<file path="config.mk">
export PLATFORM = sky130hd
export DESIGN_NAME = mcr_readout
export DESIGN_NICKNAME = d
export VERILOG_FILES = /design/src/design/mcr_driver.v /design/src/design/mcr_readout.v
export VERILOG_INCLUDE_DIRS = /design/src /design/src/design
export SDC_FILE = /design/constraint.sdc
export NUM_CORES = 1
export LEC_CHECK = 0
export ABC_AREA = 0
export BUFFER_PORTS_ARGS = -buffer_cell sky130_fd_sc_hd__buf_2
export CORE_AREA = 2 2 332 334
export CTS_CLUSTER_DIAMETER = 120
export DETAILED_ROUTE_END_ITERATION = 10
export DIE_AREA = 0 0 334 336
export PLACE_DENSITY = 0.5
export SYNTH_ARGS = -nofsm -noshare
export SYNTH_HDL_FRONTEND = slang
export SYNTH_SLANG_ARGS = --single-unit
</file>
<file path="constraint.sdc">
create_clock -name clk -period 7.4 [get_ports clk]
set_clock_uncertainty 0.2 [all_clocks]
set_input_delay 1.48 -clock clk [delete_from_list [all_inputs] [get_ports clk]]
set_output_delay 1.48 -clock clk [all_outputs]
set_load 0.005 [all_outputs]
</file>
<file path="src/design/mcr_map.vh">
`ifndef MCR_MAP_VH
`define MCR_MAP_VH

// Number of integrator channels and channels per output driver.
`define MCR_CHANNELS      64
`define MCR_HALF          32

// Sequencer state codes, one-hot.
`define MCR_ST_IDLE       4'h1
`define MCR_ST_ARMED      4'h2
`define MCR_ST_READ       4'h4
`define MCR_ST_WAIT       4'h8

// Sequential mode: clocks per channel on one driver and lag of driver zero.
`define MCR_SEQ_STEP      8'h04
`define MCR_SEQ_SKEW      8'h02
// Sequential mode: driver one runs out at this count, driver zero two clocks later.
`define MCR_SEQ_END1      8'h80
`define MCR_SEQ_END0      8'h82
// Simultaneous mode: counts after the first load until both drivers are done.
`define MCR_PAR_END       8'h20

// Highest channel of each driver.
`define MCR_TOP_CH1       6'h3f
`define MCR_TOP_CH0       6'h1f

// Highest clock the controller may apply, in kHz, per mode.
`define MCR_SEQ_MAX_CLK_KHZ 15000
`define MCR_PAR_MAX_CLK_KHZ 3750

`endif

</file>
<file path="src/design/mcr_driver.v">
`timescale 1ns/100ps
`default_nettype none

// One differential output driver. It registers the channel value in the
// form chosen by the integrate direction, or the common-mode level or
// high impedance once the driver has nothing more to send.
module mcr_driver #(
    parameter W = 12
) (
    input  wire         clk,
    input  wire         reset,
    input  wire         load,
    input  wire         idle,
    input  wire         hiz_after_read_enable,
    input  wire         integrate_direction_n,
    input  wire [W-1:0] sample,
    input  wire [W-1:0] upper_reference,
    input  wire [W-1:0] lower_reference,
    output reg  [W-1:0] out_pos,
    output reg  [W-1:0] out_neg,
    output reg          out_en
);

    // Wider sums keep the carry so the truncation below is deliberate.
    wire [W:0] up_neg   = {1'b0, lower_reference} + {1'b0, sample};
    wire [W:0] up_pos   = {1'b0, upper_reference} - {1'b0, sample};
    wire [W:0] dn_neg   = {1'b0, upper_reference} + {1'b0, sample};
    wire [W:0] dn_pos   = {1'b0, lower_reference} - {1'b0, sample};
    wire [W:0] cm_sum   = {1'b0, upper_reference} + {1'b0, lower_reference};

    // Output register: load wins over idle, otherwise the value is held.
    always @(posedge clk) begin
        if (reset) begin
            out_pos <= {W{1'b0}};
            out_neg <= {W{1'b0}};
            out_en  <= 1'b0;
        end else if (load) begin
            out_en <= 1'b1;
            if (integrate_direction_n) begin
                // Integrate-down: legs start from the opposite references.
                out_pos <= dn_pos[W-1:0];
                out_neg <= dn_neg[W-1:0];
            end else begin
                // Integrate-up.
                out_pos <= up_pos[W-1:0];
                out_neg <= up_neg[W-1:0];
            end
        end else if (idle) begin
            // Finished driver floats or rests at common mode.
            out_en  <= ~hiz_after_read_enable;
            out_pos <= cm_sum[W:1];
            out_neg <= cm_sum[W:1];
        end
    end

endmodule

`default_nettype wire

</file>
<file path="src/design/mcr_readout.v">
// What this block does
// - Channels 63-32 on driver one, 31-0 driver zero.
// - Parallel-select high drives both drivers together.
// - Read-start pulse starts read, clears channel counter.
// - Sequential: channel 63 at first edge after fall.
// - Sequential: each driver steps down every four clocks.
// - Sequential: driver zero lags driver one two clocks.
// - Hi-Z enable floats finished driver, else common-mode.
// - Sequential: new data every second clock edge.
// - Simultaneous: 31 and 63 first, one pair per clock.
// - Simultaneous: full read takes 33 clocks.
// - Direction pin picks up or down reference start.
// - End-of-conversion low while a read runs.
// - After read, wait for reset and start edges.
`timescale 1ns/100ps
`default_nettype none
`include "mcr_map.vh"

module mcr_readout #(
    parameter W = 12
) (
    input  wire                          clk,
    input  wire                          reset,
    input  wire                          read_start_in,
    input  wire                          integrator_reset_strobe,
    input  wire                          parallel_drive_pin,
    input  wire                          hiz_after_read_enable,
    input  wire                          integrate_direction_n,
    input  wire [`MCR_CHANNELS*W-1:0]    channel_values,
    input  wire [W-1:0]                  upper_reference,
    input  wire [W-1:0]                  lower_reference,
    output wire [W-1:0]                  out_pos1,
    output wire [W-1:0]                  out_neg1,
    output wire                          out_en1,
    output wire [W-1:0]                  out_pos0,
    output wire [W-1:0]                  out_neg0,
    output wire                          out_en0,
    output reg                           end_of_conversion
);

    // Sequencer state, one-hot.
    localparam [3:0] ST_IDLE  = `MCR_ST_IDLE;
    localparam [3:0] ST_ARMED = `MCR_ST_ARMED;
    localparam [3:0] ST_READ  = `MCR_ST_READ;
    localparam [3:0] ST_WAIT  = `MCR_ST_WAIT;

    reg  [3:0] state;            // Current sequencer state.
    reg  [3:0] next_state;       // State for the coming edge.
    reg  [7:0] chan_count;       // Clocks since the first channel was driven.
    reg  [7:0] next_chan_count;  // Counter value for the coming edge.
    reg        start_q;          // Read-start level of the last cycle.
    reg        integrator_reset_strobe_q;           // Integrator-reset level of the last cycle.
    reg        parallel;         // Mode caught at the start of a read.
    reg        next_parallel;    // Mode for the coming edge.
    reg        got_integrator_reset_strobe;         // An integrator-reset edge was seen while waiting.
    reg        next_got_integrator_reset_strobe;    // Flag value for the coming edge.

    // Load and idle strobes plus channel numbers for both drivers.
    reg        load1;
    reg        load0;
    reg        idle1;
    reg        idle0;
    reg  [5:0] chan1;
    reg  [5:0] chan0;

    // Edge detection on the controller strobes; the inputs are synchronous.
    wire       start_rise = read_start_in & ~start_q;
    wire       start_fall = ~read_start_in & start_q;
    wire       integrator_reset_strobe_rise  = integrator_reset_strobe & ~integrator_reset_strobe_q;

    // Count that the counter takes at this edge while reading.
    wire [7:0] count_inc  = chan_count + 8'h01;
    // Count shifted back by the skew of driver zero.
    wire [7:0] count_lag  = count_inc - `MCR_SEQ_SKEW;

    // Selects one channel's value from the flat input vector.
    function [W-1:0] pick;
        input [`MCR_CHANNELS*W-1:0] flat;
        input [5:0]                 idx;
        reg   [`MCR_CHANNELS*W-1:0] shifted;
        begin
            shifted = flat >> (idx * W);
            pick    = shifted[W-1:0];
        end
    endfunction

    // Strobe history for edge detection.
    always @(posedge clk) begin
        if (reset) begin
            start_q <= 1'b0;
            integrator_reset_strobe_q  <= 1'b0;
        end else begin
            start_q <= read_start_in;
            integrator_reset_strobe_q  <= integrator_reset_strobe;
        end
    end

    // Sequencer and driver steering. Both strobes may rise on one edge,
    // which lets a read overlap the integrator reset phase.
    always @* begin
        next_state      = state;
        next_chan_count = chan_count;
        next_parallel   = parallel;
        next_got_integrator_reset_strobe   = got_integrator_reset_strobe;
        load1           = 1'b0;
        load0           = 1'b0;
        idle1           = 1'b0;
        idle0           = 1'b0;
        chan1           = `MCR_TOP_CH1;
        chan0           = `MCR_TOP_CH0;
        case (state)
            ST_IDLE: begin
                // Nothing to send: counter holds, drivers stay idle.
                idle1 = 1'b1;
                idle0 = 1'b1;
                if (start_rise) begin
                    next_state      = ST_ARMED;
                    next_chan_count = 8'h00;
                end
            end
            ST_ARMED: begin
                idle1 = 1'b1;
                idle0 = 1'b1;
                if (start_fall) begin
                    // First channel goes out at the edge after the fall.
                    next_state      = ST_READ;
                    next_chan_count = 8'h00;
                    next_parallel   = parallel_drive_pin;
                    load1           = 1'b1;
                    idle1           = 1'b0;
                    if (parallel_drive_pin) begin
                        // Simultaneous: channels 31 and 63 together.
                        load0 = 1'b1;
                        idle0 = 1'b0;
                    end
                end
            end
            ST_READ: begin
                next_chan_count = count_inc;
                if (start_rise) begin
                    // A new start pulse aborts the read and rearms.
                    next_state      = ST_ARMED;
                    next_chan_count = 8'h00;
                    idle1           = 1'b1;
                    idle0           = 1'b1;
                end else if (parallel) begin
                    // One channel pair per clock, 33 clocks in all.
                    chan1 = `MCR_TOP_CH1 - count_inc[5:0];
                    chan0 = `MCR_TOP_CH0 - count_inc[5:0];
                    if (count_inc < `MCR_PAR_END) begin
                        load1 = 1'b1;
                        load0 = 1'b1;
                    end else begin
                        idle1      = 1'b1;
                        idle0      = 1'b1;
                        next_state = ST_WAIT;
                    end
                end else begin
                    // Driver one steps every four clocks from channel 63.
                    chan1 = `MCR_TOP_CH1 - count_inc[7:2];
                    // Driver zero steps two clocks later from channel 31.
                    chan0 = `MCR_TOP_CH0 - count_lag[7:2];
                    // The two drivers alternate, so fresh data every second edge.
                    if (count_inc < `MCR_SEQ_END1) begin
                        load1 = (count_inc[1:0] == 2'b00);
                    end else begin
                        idle1 = 1'b1;
                    end
                    if (count_inc < `MCR_SEQ_SKEW) begin
                        idle0 = 1'b1;
                    end else if (count_inc < `MCR_SEQ_END0) begin
                        load0 = (count_lag[1:0] == 2'b00);
                    end else begin
                        idle0      = 1'b1;
                        next_state = ST_WAIT;
                    end
                end
                if (next_state == ST_WAIT) begin
                    // A reset edge on the closing clock already counts: the set wins over the clear.
                    next_got_integrator_reset_strobe   = integrator_reset_strobe_rise;
                    next_chan_count = chan_count;
                end
            end
            ST_WAIT: begin
                // Hold until both an integrator reset and a start edge.
                idle1 = 1'b1;
                idle0 = 1'b1;
                if (start_rise && (got_integrator_reset_strobe || integrator_reset_strobe_rise)) begin
                    next_state      = ST_ARMED;
                    next_chan_count = 8'h00;
                    next_got_integrator_reset_strobe   = 1'b0;
                end else if (integrator_reset_strobe_rise) begin
                    next_got_integrator_reset_strobe = 1'b1;
                end
            end
            default: begin
                next_state = ST_IDLE;
                idle1      = 1'b1;
                idle0      = 1'b1;
            end
        endcase
    end

    // Sequencer registers. The end-of-conversion flag follows the state
    // that is being entered so that it changes on the same edge.
    always @(posedge clk) begin
        if (reset) begin
            state             <= ST_IDLE;
            chan_count        <= 8'h00;
            parallel          <= 1'b0;
            got_integrator_reset_strobe          <= 1'b0;
            end_of_conversion <= 1'b1;
        end else begin
            state             <= next_state;
            chan_count        <= next_chan_count;
            parallel          <= next_parallel;
            got_integrator_reset_strobe          <= next_got_integrator_reset_strobe;
            end_of_conversion <= ~(next_state == ST_ARMED || next_state == ST_READ);
        end
    end

    // Driver one carries the upper half of the channels.
    mcr_driver #(
        .W (W)
    ) u_drv1 (
        .clk                   (clk),
        .reset                 (reset),
        .load                  (load1),
        .idle                  (idle1),
        .hiz_after_read_enable (hiz_after_read_enable),
        .integrate_direction_n (integrate_direction_n),
        .sample                (pick(channel_values, chan1)),
        .upper_reference       (upper_reference),
        .lower_reference       (lower_reference),
        .out_pos               (out_pos1),
        .out_neg               (out_neg1),
        .out_en                (out_en1)
    );

    // Driver zero carries the lower half of the channels.
    mcr_driver #(
        .W (W)
    ) u_drv0 (
        .clk                   (clk),
        .reset                 (reset),
        .load                  (load0),
        .idle                  (idle0),
        .hiz_after_read_enable (hiz_after_read_enable),
        .integrate_direction_n (integrate_direction_n),
        .sample                (pick(channel_values, chan0)),
        .upper_reference       (upper_reference),
        .lower_reference       (lower_reference),
        .out_pos               (out_pos0),
        .out_neg               (out_neg0),
        .out_en                (out_en0)
    );

endmodule

`default_nettype wire

</file>
# After elaboration in Yosys (flattened, before gate mapping)
# Index checks and enable logic that the tools add are counted.
[totals] in_bits=799 out_inout_bits=51 regBits=67
[op_classes] add_sub_neg=15 multipliers=2 n_eq_ne=13 n_reduce_logical=12 n_mux=66 bitwise=8 n_lt_le_gt_ge=4 shifts=2
[ops] cell="768-bit by 10-bit >> shifter with 12-bit output" count=2
[ops] cell="12-bit 2-to-1 mux" count=10
[ops] cell="12-bit adder" count=4
[ops] cell="12-bit subtractor" count=4
[ops] cell="8-bit 2-to-1 mux" count=5
[ops] cell="4-bit 2-to-1 mux" count=9
[ops] cell="6-bit 2-to-1 mux" count=6
[ops] cell="8-bit case mux with 4 select lines" count=1
[ops] cell="1-bit 2-to-1 mux" count=29
[ops] cell="8-bit < comparator (second input constant)" count=2
[ops] cell="6-bit by 2-bit multiplier with 8-bit output (second input constant)" count=2
[ops] cell="4-bit case mux with 4 select lines" count=1
[ops] cell="12-bit by 12-bit adder with 13-bit output" count=1
[ops] cell="5-bit by 6-bit subtractor with 6-bit output (first input constant)" count=2
[ops] cell="6-bit subtractor (first input constant)" count=2
[ops] cell="2-bit inequality test (second input constant)" count=5
[ops] cell="1-bit case mux with 2 select lines" count=5
[ops] cell="8-bit by 1-bit adder with 8-bit output (second input constant)" count=1
[ops] cell="4-bit by 2-bit equality test with 1-bit output (second input constant)" count=2
[ops] cell="4-bit by 3-bit equality test with 1-bit output (second input constant)" count=2
[ops] cell="4-bit equality test (second input constant)" count=2
[ops] cell="8-bit by 2-bit < comparator with 1-bit output (second input constant)" count=1
[ops] cell="8-bit by 6-bit < comparator with 1-bit output (second input constant)" count=1
[ops] cell="8-bit by 2-bit subtractor with 8-bit output (second input constant)" count=1
[ops] cell="other kinds (12)" count=22

# Longest topological paths before layout
# Gate-level depths: netlist of the first run.
[logic_depth] ltp_word=11 mapped_depth=33 ltp_nobuf=28

# Hierarchy
# Synthesis of the first run repeated with hierarchy kept, for this count alone.
[unflattened] hier_cells=3298 area_unflattened_um2=20995.1
[by_module_without_submodules] module="mcr_readout" cells_each=2594 area_each_um2=15282.2 instances=1
[by_module_without_submodules] module="mcr_driver" cells_each=352 area_each_um2=2856.5 instances=2

# Worst setup path before layout of the first run
# No wires, ideal clock.
[synth_timing] kind="input to register" start="in read_start_in" end="reg u_drv1.out_pos[11]" required_ps=7130 setup_time_ps=70 stages=32 setup_slack_ps=271 arrival_time_ps=6859 cell_sequence="nand2b_1 > nand2_1 > buf_2 > clkbuf_1 > nor2_1 > clkbuf_1 > clkbuf_1 > buf_2 > clkbuf_1 > clkbuf_1 > nand2_1 > a311oi_1 > a21oi_1 > a21oi_1 > a21oi_1 > mux2i_1 > inv_1 > ha_1 > nor2b_1 > o21ai_0 > a21boi_0 > o21ai_0 > a21oi_1 > o21ai_0 > a21boi_0 > o21ai_0 > nand2b_1 > a21o_1 > a21oi_1 > xnor2_1 > a211o_1 > a21oi_1"
[synth_via] elab_chain_len=8 elab_cells_between_ends=18 cone_classes="add/sub: 2; mul: 1; shift: 1; mux: 10; bitwise: 3; reduce/logical: 1"
[synth_rtl] element="start, declared" line="mcr_readout.v:24" source="input wire read_start_in,"
[synth_rtl] element="1-bit bitwise AND" line="mcr_readout.v:67" source="wire start_rise = read_start_in & ~start_q;"
[synth_rtl] element="6-bit 2-to-1 mux" line="mcr_readout.v:140" source="if (start_rise) begin"
[synth_rtl] element="6-bit 2-to-1 mux" line="mcr_readout.v:111" source="case (state)"
[synth_rtl] element="6-bit by 2-bit multiplier with 8-bit output" line="mcr_readout.v:82" source="shifted = flat >> (idx * W);"
[synth_rtl] element="768-bit by 10-bit >> shifter with 12-bit output" line="mcr_readout.v:82"
[synth_rtl] element="12-bit subtractor, on equally long branches" line="mcr_driver.v:26, mcr_driver.v:28"
[synth_rtl] element="12-bit 2-to-1 mux" line="mcr_driver.v:39" source="if (integrate_direction_n) begin"
[synth_rtl] element="12-bit 2-to-1 mux" line="mcr_driver.v:37" source="end else if (load) begin"
[synth_rtl] element="end signal, assigned" line="mcr_driver.v:34" source="out_pos <= {W{1'b0}};"
[synth_rtl] element="end signal, assigned" line="mcr_driver.v:41" source="out_pos <= dn_pos[W-1:0];"
[synth_rtl] element="end signal, assigned" line="mcr_driver.v:45" source="out_pos <= up_pos[W-1:0];"
[synth_rtl] element="end, declared" line="mcr_driver.v:19" source="output reg [W-1:0] out_pos,"
# Several ways; a longest one is shown, not always the timed one.
# A chain may end at the register's enable or synchronous reset.

# Final worst setup path of the first run
[layout_timing] start="reg chan_count[1]" end="reg u_drv0.out_pos[4]"
[layout_via] elab_chain_len=11 elab_cells_between_ends=30 cone_classes="add/sub: 6; mul: 1; order compare: 3; shift: 1; mux: 17; reduce/logical: 2"
[layout_rtl] element="start, declared" line="mcr_readout.v:49" source="reg [7:0] chan_count;"
[layout_rtl] element="start signal, assigned" line="mcr_readout.v:215" source="chan_count <= next_chan_count;"
[layout_rtl] element="8-bit by 1-bit adder with 8-bit output *" line="mcr_readout.v:72" source="wire [7:0] count_inc = chan_count + 8'h01;"
[layout_rtl] element="8-bit by 2-bit subtractor with 8-bit output (no line)"
[layout_rtl] element="5-bit by 6-bit subtractor with 6-bit output (no line)"
[layout_rtl] element="6-bit 2-to-1 mux" line="mcr_readout.v:146" source="end else if (parallel) begin"
[layout_rtl] element="6-bit 2-to-1 mux" line="mcr_readout.v:140"
[layout_rtl] element="6-bit 2-to-1 mux" line="mcr_readout.v:111"
[layout_rtl] element="6-bit by 2-bit multiplier with 8-bit output" line="mcr_readout.v:82"
[layout_rtl] element="768-bit by 10-bit >> shifter with 12-bit output" line="mcr_readout.v:82"
[layout_rtl] element="12-bit subtractor, on equally long branches" line="mcr_driver.v:26, mcr_driver.v:28"
[layout_rtl] element="12-bit 2-to-1 mux" line="mcr_driver.v:39"
[layout_rtl] element="12-bit 2-to-1 mux" line="mcr_driver.v:37"
[layout_rtl] element="end signal, assigned" line="mcr_driver.v:34"
[layout_rtl] element="end signal, assigned" line="mcr_driver.v:41"
[layout_rtl] element="end signal, assigned" line="mcr_driver.v:45"
[layout_rtl] element="end, declared" line="mcr_driver.v:19"
# Mark *: on every way between the ends. The rest lies on a longest branch, timed or not.

==> results.txt, run 1 <==
----------------------------------------------------
[Routing]
  Top layer used by detailed routing ... met5
  Detail-routed via count per cell ... approximately 5.5
  Violation count after the first detailed-routing iteration ... around 3800
  Detailed route wirelength on metal3 ... roughly 15000 um
  Wire length per cell after detailed routing ... about 28 um
  Detailed-route via count ... about 33000
  Antenna viol nets, final ... 0
  WL final ... around 160000 um
  Routed met2 length ... roughly 75000 um
  Detailed Routing Iterations Pass 1 ... 8
  DRC viols ... 0
  Sum of routed wire segments on met1 ... between 60000 and 70000 um

[STA]
  Minimum period implied by the final worst setup slack ... about 6.9 ns
  Final TNS setup ... 0 ns
  Number of hold-slack violations in the final timing report ... 0
  Headroom to the max-slew limit ... 0.322
  Slew of the pin with the lowest slew margin ... between 1 and 1.5 ns
  FMAX ... 145 MHz
  Total of endpoints with negative setup slack in the final report ... 0
  Unrepaired setup endpoints after global routing ... false
  Hold slack final ... 0.262 ns
  Number of max-slew violations in the final report ... 0
  Fraction of the cycle the final worst path needs ... 0.934

[Synthesis]
  Average size of a mapped cell ... roughly 5.6 um^2
  Synth Warn # ... 0
  Cell accounting for the most synthesized area ... nand2_1
  Share of the yosys chip area belonging to registers ... 0.0642
  Fraction of synthesis flops using an asynchronous set or reset pin ... 0
  Post-synthesis sequential element count ... 67
  EDFF count, synth ... 0
  Synth Net Count ... between 4000 and 5000
  Area fraction of the dominant cell type after synthesis ... 0.257
  Ranking of synthesized cells by area ... nand2_1 (26%), nand3_1 (12%), a311oi_1 (7.6%)
  Number of instances in the synthesized netlist ... around 3700
  Count of different cell masters after synthesis ... 87
  Post-synthesis cell area ... 0.0209 mm^2
  Main flop type after synthesis ... dfxtp_1

[Power and ir drop]
  Sequential power share ... 0.214
  Worst IR drop on VDD ... a little over 0.09 mV
  Total power divided by cell area ... between 70 and 80 mW/mm^2
  Design internal power ... about 1.1 mW
  Share of power burned in the clock network ... 0.233
  Static power due to leakage ... approximately 14 nW
  Switching Share ... 0.429
  P_sw ... ~0.86 mW
  Logic gate share of total power ... 0.553

[Clock tree]
  CTS tree ... done
  Number of sinks driven by the clock tree ... 67
  H-tree depth ... 3
  Latest clock arrival within the worst-skew pair ... roughly 0.35 ns
  Clock tree root driver cell ... clkbuf_16
  Number of buffers on the longest clock path ... 2
  PostCTS Resize Cnt ... 0
  Number of buffers created by CTS ... 9
  Clk slew on worst S/H paths ... about 0.060 ns

[Finish]
  Number of nets in the layout ... about 5300
  Area grow syn2layout ... 34.6%
  Most common cell after layout, fill and taps aside ... nand2_1
  FILL cells ... 12500
  Most used cells in the layout excluding fill and tap cells ... nand2_1 (1428), buf_2 (849), nand3_1 (501), buf_4 (184), a311oi_1 (182)
  Layout cells sized above 1 ... 0.263
  Final Util ... 0.259

[Setup path]
  Maximum fanout along the worst path ... 80
  Kind of start point of the critical path ... flip-flop
  Endpoint of the worst-slack reg-to-reg timing path ... u_drv0.out_pos[4]
  Data required time at the worst endpoint ... 7.40 ns
  Critical Path AT ... between 6 and 7 ns
  Worst reg-to-reg path cell count ... 24
  Critical setup path kind ... reg2reg
  Critical Path Sink Type ... flip-flop
  FF-to-FF setup slack ... 0.49 ns
  Source of the worst register-to-register timing path ... chan_count[1]

[Min path]
  Hold path startpoint ... u_drv1.out_pos[0]
  End point of the worst hold path ... u_drv1.out_pos[0]
  Min-Delay Path Class ... reg2reg
  Cell count of the worst hold path ... 2

[GRT]
  Maximum number of pins on one net before global-route repair ... a little over 80
  Via count of the first global-routing pass ... 30100
  GRT Total Usage ... 0.279
  Global-route wire length before repair ... around 230000 um
  Final global-route overflow total ... 0
  Number of antenna violations at the first check in global routing ... about 120

[Die]
  # rows ... 121
  Core region area ... 0.108 mm^2
  Boundary pin count ... 850
  Floorplan die width ... approximately 330 um
  Initial Util ... 0.193
  DIE HEIGHT ... roughly 340 um
  Die Area ... ~0.11 mm^2

[Outcome]
  Result of the run ... finished, final reports clean

[Place]
  Number of port buffers ... roughly 850
  Half-perimeter wire length of the detailed placement result ... 136000 um
  Global placement routability congestion ... about 1.0

[Job]
  Reported max-cap violation count ... 0

----------------------------------------------------
state kept, by name (all words and copies together) (netlist names):
register / count
chan_count: 8
end_of_conversion: 1
got_integrator_reset_strobe: 1
integrator_reset_strobe_q: 1
parallel: 1
start_q: 1
state: 4
u_drv0.out_en: 1
u_drv0.out_neg: 12
u_drv0.out_pos: 12
u_drv1.out_en: 1
u_drv1.out_neg: 12
u_drv1.out_pos: 12
cell type report:
cell class | instances | area [um^2] | share of cell area
multi-input combinational | 3261 | 18100 | 0.643
timing repair buffer | 1063 | 6230 | 0.222
tap | 1414 | 1770 | 0.0629
sequential | 67 | 1340 | 0.0477
clock buffer | 9 | 225 | 0.00801
inverter | 53 | 199 | 0.00707
antenna | 73 | 183 | 0.00649
clock inverter | 7 | 83.8 | 0.00298
worst max-delay path, cell delays in order (launching register included):
cell and delay (ns):
dfxtp_1 0.33, ha_1 0.31, xor2_1 0.35, inv_1 0.12
ha_1 0.32, or3_1 0.37, a21o_1 0.21, a31oi_4 0.45
buf_12 0.36, nand2_1 0.10, and3_1 0.17, a311oi_1 0.34
or3_1 0.16, o311ai_0 0.12, o31a_1 0.22, mux2i_1 0.44
buf_4 0.21, ha_1 0.13, inv_1 0.05, ha_1 0.22
a221oi_1 0.45, nor2_1 0.09, maj3_1 0.38, xnor2_1 0.37
a211oi_1 0.14
kinds of logic after synthesis:
group,share of synthesized area
XOR/XNOR,0.0238
AND/OR/NAND/NOR,0.493
flip-flops,0.0642
adder cells (fa/ha/maj),0.0375
multiplexers,0.0662
buffers and inverters,0.0763
AO/OA/AOI/OAI,0.239
timing repair:
action / CTS / global route
hold buffers: 0 / 0
endpoints found under the setup margin: 0 / 1
hold endpoints to repair: 0 / 0
buffers inserted: 0 / 3
cell usage after synthesis, types with 8 or more instances:
| cell | count |
|---|---|
| nand2_1 | 1430 |
| nand3_1 | 502 |
| clkbuf_1 | 263 |
| a311oi_1 | 182 |
| and3_1 | 180 |
| nor2_1 | 108 |
| a21oi_1 | 95 |
| a211oi_1 | 94 |
| mux2i_1 | 76 |
| a31oi_1 | 73 |
| dfxtp_1 | 67 |
| nor3_1 | 60 |
| ha_1 | 57 |
| inv_1 | 53 |
| o21ai_0 | 46 |
| buf_1 | 40 |
| buf_2 | 38 |
| xnor2_1 | 37 |
| mux2_2 | 32 |
| a311o_1 | 30 |
| nand2b_1 | 17 |
| o31a_1 | 17 |
| xor2_1 | 16 |
| a21o_1 | 13 |
| o21bai_1 | 13 |
| o211ai_1 | 12 |
| or3_1 | 12 |
| mux4_2 | 11 |
| nor2b_1 | 10 |
| nand4_1 | 8 |
power groups by stage:
stage / Sequential (mW) / Clock, mW / Combinational (mW)
after floorplan: 0.425 / 0 / 0.486
after global placement: 0.435 / 0 / 1.09
after detailed placement: 0.434 / 0 / 1.08
after CTS: 0.426 / 0.468 / 1.09
after global routing: 0.429 / 0.484 / 1.19
final: 0.427 / 0.464 / 1.10
worst max path at each step:
stage                  startpoint  cells past startpoint  slack, ns            endpoint
finish              chan_count[1]                     24       0.49   u_drv0.out_pos[4]
global route        chan_count[1]                     26       0.21   u_drv0.out_pos[6]
detailed placement  read_start_in                     27       0.37  u_drv1.out_pos[11]
CTS                 chan_count[0]                     25       0.44   u_drv0.out_pos[4]
floorplan           read_start_in                     32       0.27  u_drv1.out_pos[11]
global placement    read_start_in                     27       0.22  u_drv1.out_pos[11]
metrics by stage:
stage          worst slack (ns)  power (mW)  cell area [um^2]  instances
2_1_floorplan             0.271       0.911             20900       3730
5_1_grt                   0.215        2.10             28100       5923
3_5_place_dp              0.371        1.52             27600       5855
6_report                  0.488        1.99             28100       5947
3_3_place_gp              0.219        1.52             27600       5855
4_1_cts                   0.437        1.98             27900       5871
layer usage:
| layer | track usage | vias to the layer above |
|---|---|---|
| met2 | 0.454 | 2056 |
| met4 | 0.113 | 50 |
| met1 | 0.357 | 15500 |
| met3 | 0.0610 | 374 |
| li1 | - | 14800 |
| met5 | 0 | - |
Note: power is estimated with default switching activity, not from simulation.
==> inputs of run 2 (changes only) <==
MAX_ROUTING_LAYER = met4   (was default)
==> results.txt, run 2 (synthesized netlist as in run 1, its figures left out) <==
----------------------------------------------------
[STA]
  Slew of the pin with the lowest slew margin ... 1.01 ns (was 1.02 ns)
  Headroom to the max-slew limit ... 0.325 (was 0.322)
  Total of endpoints with negative setup slack in the final report ... 0 (unchanged)
  Number of max-slew violations in the final report ... 0 (unchanged)
  FMAX ... 140 MHz (was 145 MHz)
  Final TNS setup ... 0 ns (unchanged)
  Hold slack final ... 0.274 ns (was 0.262 ns)
  Number of hold-slack violations in the final timing report ... 0 (unchanged)
  Fraction of the cycle the final worst path needs ... 0.964 (was 0.934)
  Unrepaired setup endpoints after global routing ... false (unchanged)
  Minimum period implied by the final worst setup slack ... 7.13 ns (was 6.91 ns)

[Place]
  Number of port buffers ... 849 (unchanged)
  Placed Instance Area ... 0.0277 mm^2 (was 0.0276 mm^2)
  Global placement routability congestion ... 1.03 (about the same)
  Half-perimeter wire length of the detailed placement result ... 137000 um (was 136000 um)
  Number of placed instances, taps included ... 5857 (was 5855)

[Power and ir drop]
  Worst IR drop on VDD ... 0.0767 mV (was 0.0916 mV)
  Total Power ... 1.97 mW (was 1.99 mW)
  Total power divided by cell area ... 69.7 mW/mm^2 (was 70.9 mW/mm^2)
  Static power due to leakage ... 13.5 nW (about the same)

[Setup path]
  Kind of start point of the critical path ... flip-flop (unchanged)
  CP Capture Point ... u_drv0.out_pos[4] (unchanged)
  Start point of the critical path ... chan_count[1] (unchanged)
  Endpoint of the worst-slack reg-to-reg timing path ... u_drv0.out_pos[4] (unchanged)
  Data required time at the worst endpoint ... 7.41 ns (was 7.40 ns)
  Critical Path Sink Type ... flip-flop (unchanged)
  Maximum fanout along the worst path ... 52 (was 80)
  FF-to-FF setup slack ... 0.27 ns (was 0.49 ns)
  Source of the worst register-to-register timing path ... chan_count[1] (unchanged)
  Worst reg-to-reg path cell count ... 24 (unchanged)
  Critical setup path kind ... reg2reg (unchanged)
  Critical Path AT ... 7.14 ns (was 6.91 ns)

[GRT]
  Number of antenna violations at the first check in global routing ... 118 (was 115)
  Maximum number of pins on one net before global-route repair ... 78 (was 81)
  GRT Total Usage ... 0.289 (was 0.279)
  Final global-route overflow total ... 0 (unchanged)
  Via count of the first global-routing pass ... 30100 (about the same)
  Global-route wire length before repair ... 229000 um (about the same)

[Clock tree]
  Number of buffers on the longest clock path ... 2 (unchanged)
  Latest clock arrival within the worst-skew pair ... 0.35 ns (about the same)
  Clk slew on worst S/H paths ... 0.07 ns (was 0.06 ns)
  Number of sinks driven by the clock tree ... 67 (unchanged)
  CTS tree ... done (unchanged)
  Clock tree root driver cell ... clkbuf_16 (unchanged)
  H-tree depth ... 3 (unchanged)
  Number of buffers created by CTS ... 9 (unchanged)
  PostCTS Resize Cnt ... 0 (unchanged)

[Finish]
  Final std cell area, no fill ... 0.0283 mm^2 (was 0.0281 mm^2)
  FILL cells ... 12600 (was 12500)
  Most used cells in the layout excluding fill and tap cells ... nand2_1 (1428), buf_2 (849), nand3_1 (501), a311oi_1 (182) (was nand2_1 (1428), buf_2 (849), nand3_1 (501), buf_4 (184), a311oi_1 (182))
  Post-route non-filler standard cell count ... 5973 (was 5947)
  Layout cells sized above 1 ... 0.263 (about the same)
  Most common cell after layout, fill and taps aside ... nand2_1 (unchanged)
  Number of nets in the layout ... 5316 (was 5314)
  Area grow syn2layout ... 35.3% (was 34.6%)

[Die]
  DIE HEIGHT ... 336 um (unchanged)
  # rows ... 121 (unchanged)
  Initial Util ... 0.193 (unchanged)
  Die Area ... 0.112 mm^2 (unchanged)
  Floorplan die width ... 334 um (unchanged)
  Core region area ... 0.108 mm^2 (unchanged)
  Boundary pin count ... 850 (unchanged)

[Routing]
  Antenna viol nets, final ... 0 (unchanged)
  Violation count after the first detailed-routing iteration ... 3758 (was 3770)
  Detailed-route via count ... 32700 (was 32800)
  WL final ... 166000 um (was 165000 um)
  Detail-routed via count per cell ... 5.47 (was 5.52)
  Wire length per cell after detailed routing ... 27.8 um (was 27.7 um)
  DRC viols ... 0 (unchanged)
  Detailed Routing Iterations Pass 1 ... 6 (was 8)

[Min path]
  Min-Delay Path Class ... reg2reg (unchanged)
  Cell count of the worst hold path ... 2 (unchanged)

[Outcome]
  Result of the run ... finished, final reports clean (unchanged)

[Job]
  Reported max-cap violation count ... 0 (unchanged)

----------------------------------------------------
## run 2: worst min-delay path by stage
stage,end,from,slack [ns]
after global placement,u_drv1.out_pos[0],u_drv1.out_pos[0],0.24
after CTS,u_drv1.out_pos[0],u_drv1.out_pos[0],0.27
after floorplan,u_drv1.out_neg[11],u_drv1.out_neg[11],0.25
after global routing,u_drv1.out_pos[0],u_drv1.out_pos[0],0.30
final,u_drv1.out_pos[0],u_drv1.out_pos[0],0.27
after detailed placement,u_drv1.out_pos[0],u_drv1.out_pos[0],0.26
## run 2: area by class of cell
cell class | count | area, um^2 | share of cell area
Multi-Input combinational cell | 3261 | 18100 | 0.640
Antenna cell | 97 | 243 | 0.00859
Tap cell | 1414 | 1770 | 0.0626
Inverter | 53 | 199 | 0.00704
Timing Repair Buffer | 1065 | 6320 | 0.224
Clock buffer | 9 | 225 | 0.00797
Sequential cell | 67 | 1340 | 0.0475
Clock inverter | 7 | 75.1 | 0.00266
## run 2: what timing repair did
action | CTS | global route
endpoints found under the setup margin | 0 | 2
endpoints found under the hold margin | 0 | 0
buffers inserted | 0 | 3
hold buffers | 0 | 0
## run 2: report_power, final
group	total (mW)	switching (mW)	internal [mW]
Combinational	1.09	0.621	0.471
Sequential	0.427	0.0300	0.397
Clock	0.450	0.187	0.263
## run 2: critical path, cell delays in order (launching register included)
cell and delay, ns:
dfxtp_1 0.56, ha_1 0.39, xor2_1 0.36, inv_1 0.12, ha_1 0.33, or3_1 0.38, a21o_1 0.21, a31oi_4 0.26
buf_12 0.30, nand2_1 0.08, and3_1 0.16, a311oi_1 0.51, or3_1 0.19, o311ai_0 0.23, o31a_1 0.19, mux2i_1 0.14
buf_4 0.19, ha_1 0.15, inv_1 0.05, ha_1 0.20, a221oi_1 0.62, nor2_1 0.11, maj3_1 0.40, xnor2_1 0.46
a211oi_1 0.14
## run 2: metrics by stage
| step | utilization | worst slack, ns |
|---|---|---|
| floorplan | - | 0.271 |
| global placement | 0.255 | 0.158 |
| detailed placement | 0.255 | 0.220 |
| CTS | 0.258 | 0.304 |
| global route | 0.260 | 0.0206 |
| finish | 0.261 | 0.266 |
## run 2: layer usage
metal / GRT usage / wire length [um] / vias up
met5: - / 0 / -
met4: 0.107 / 6740 / 0
met3: 0.0544 / 14300 / 293
met2: 0.461 / 76300 / 2021
met1: 0.361 / 69000 / 15500
li1: - / - / 14900
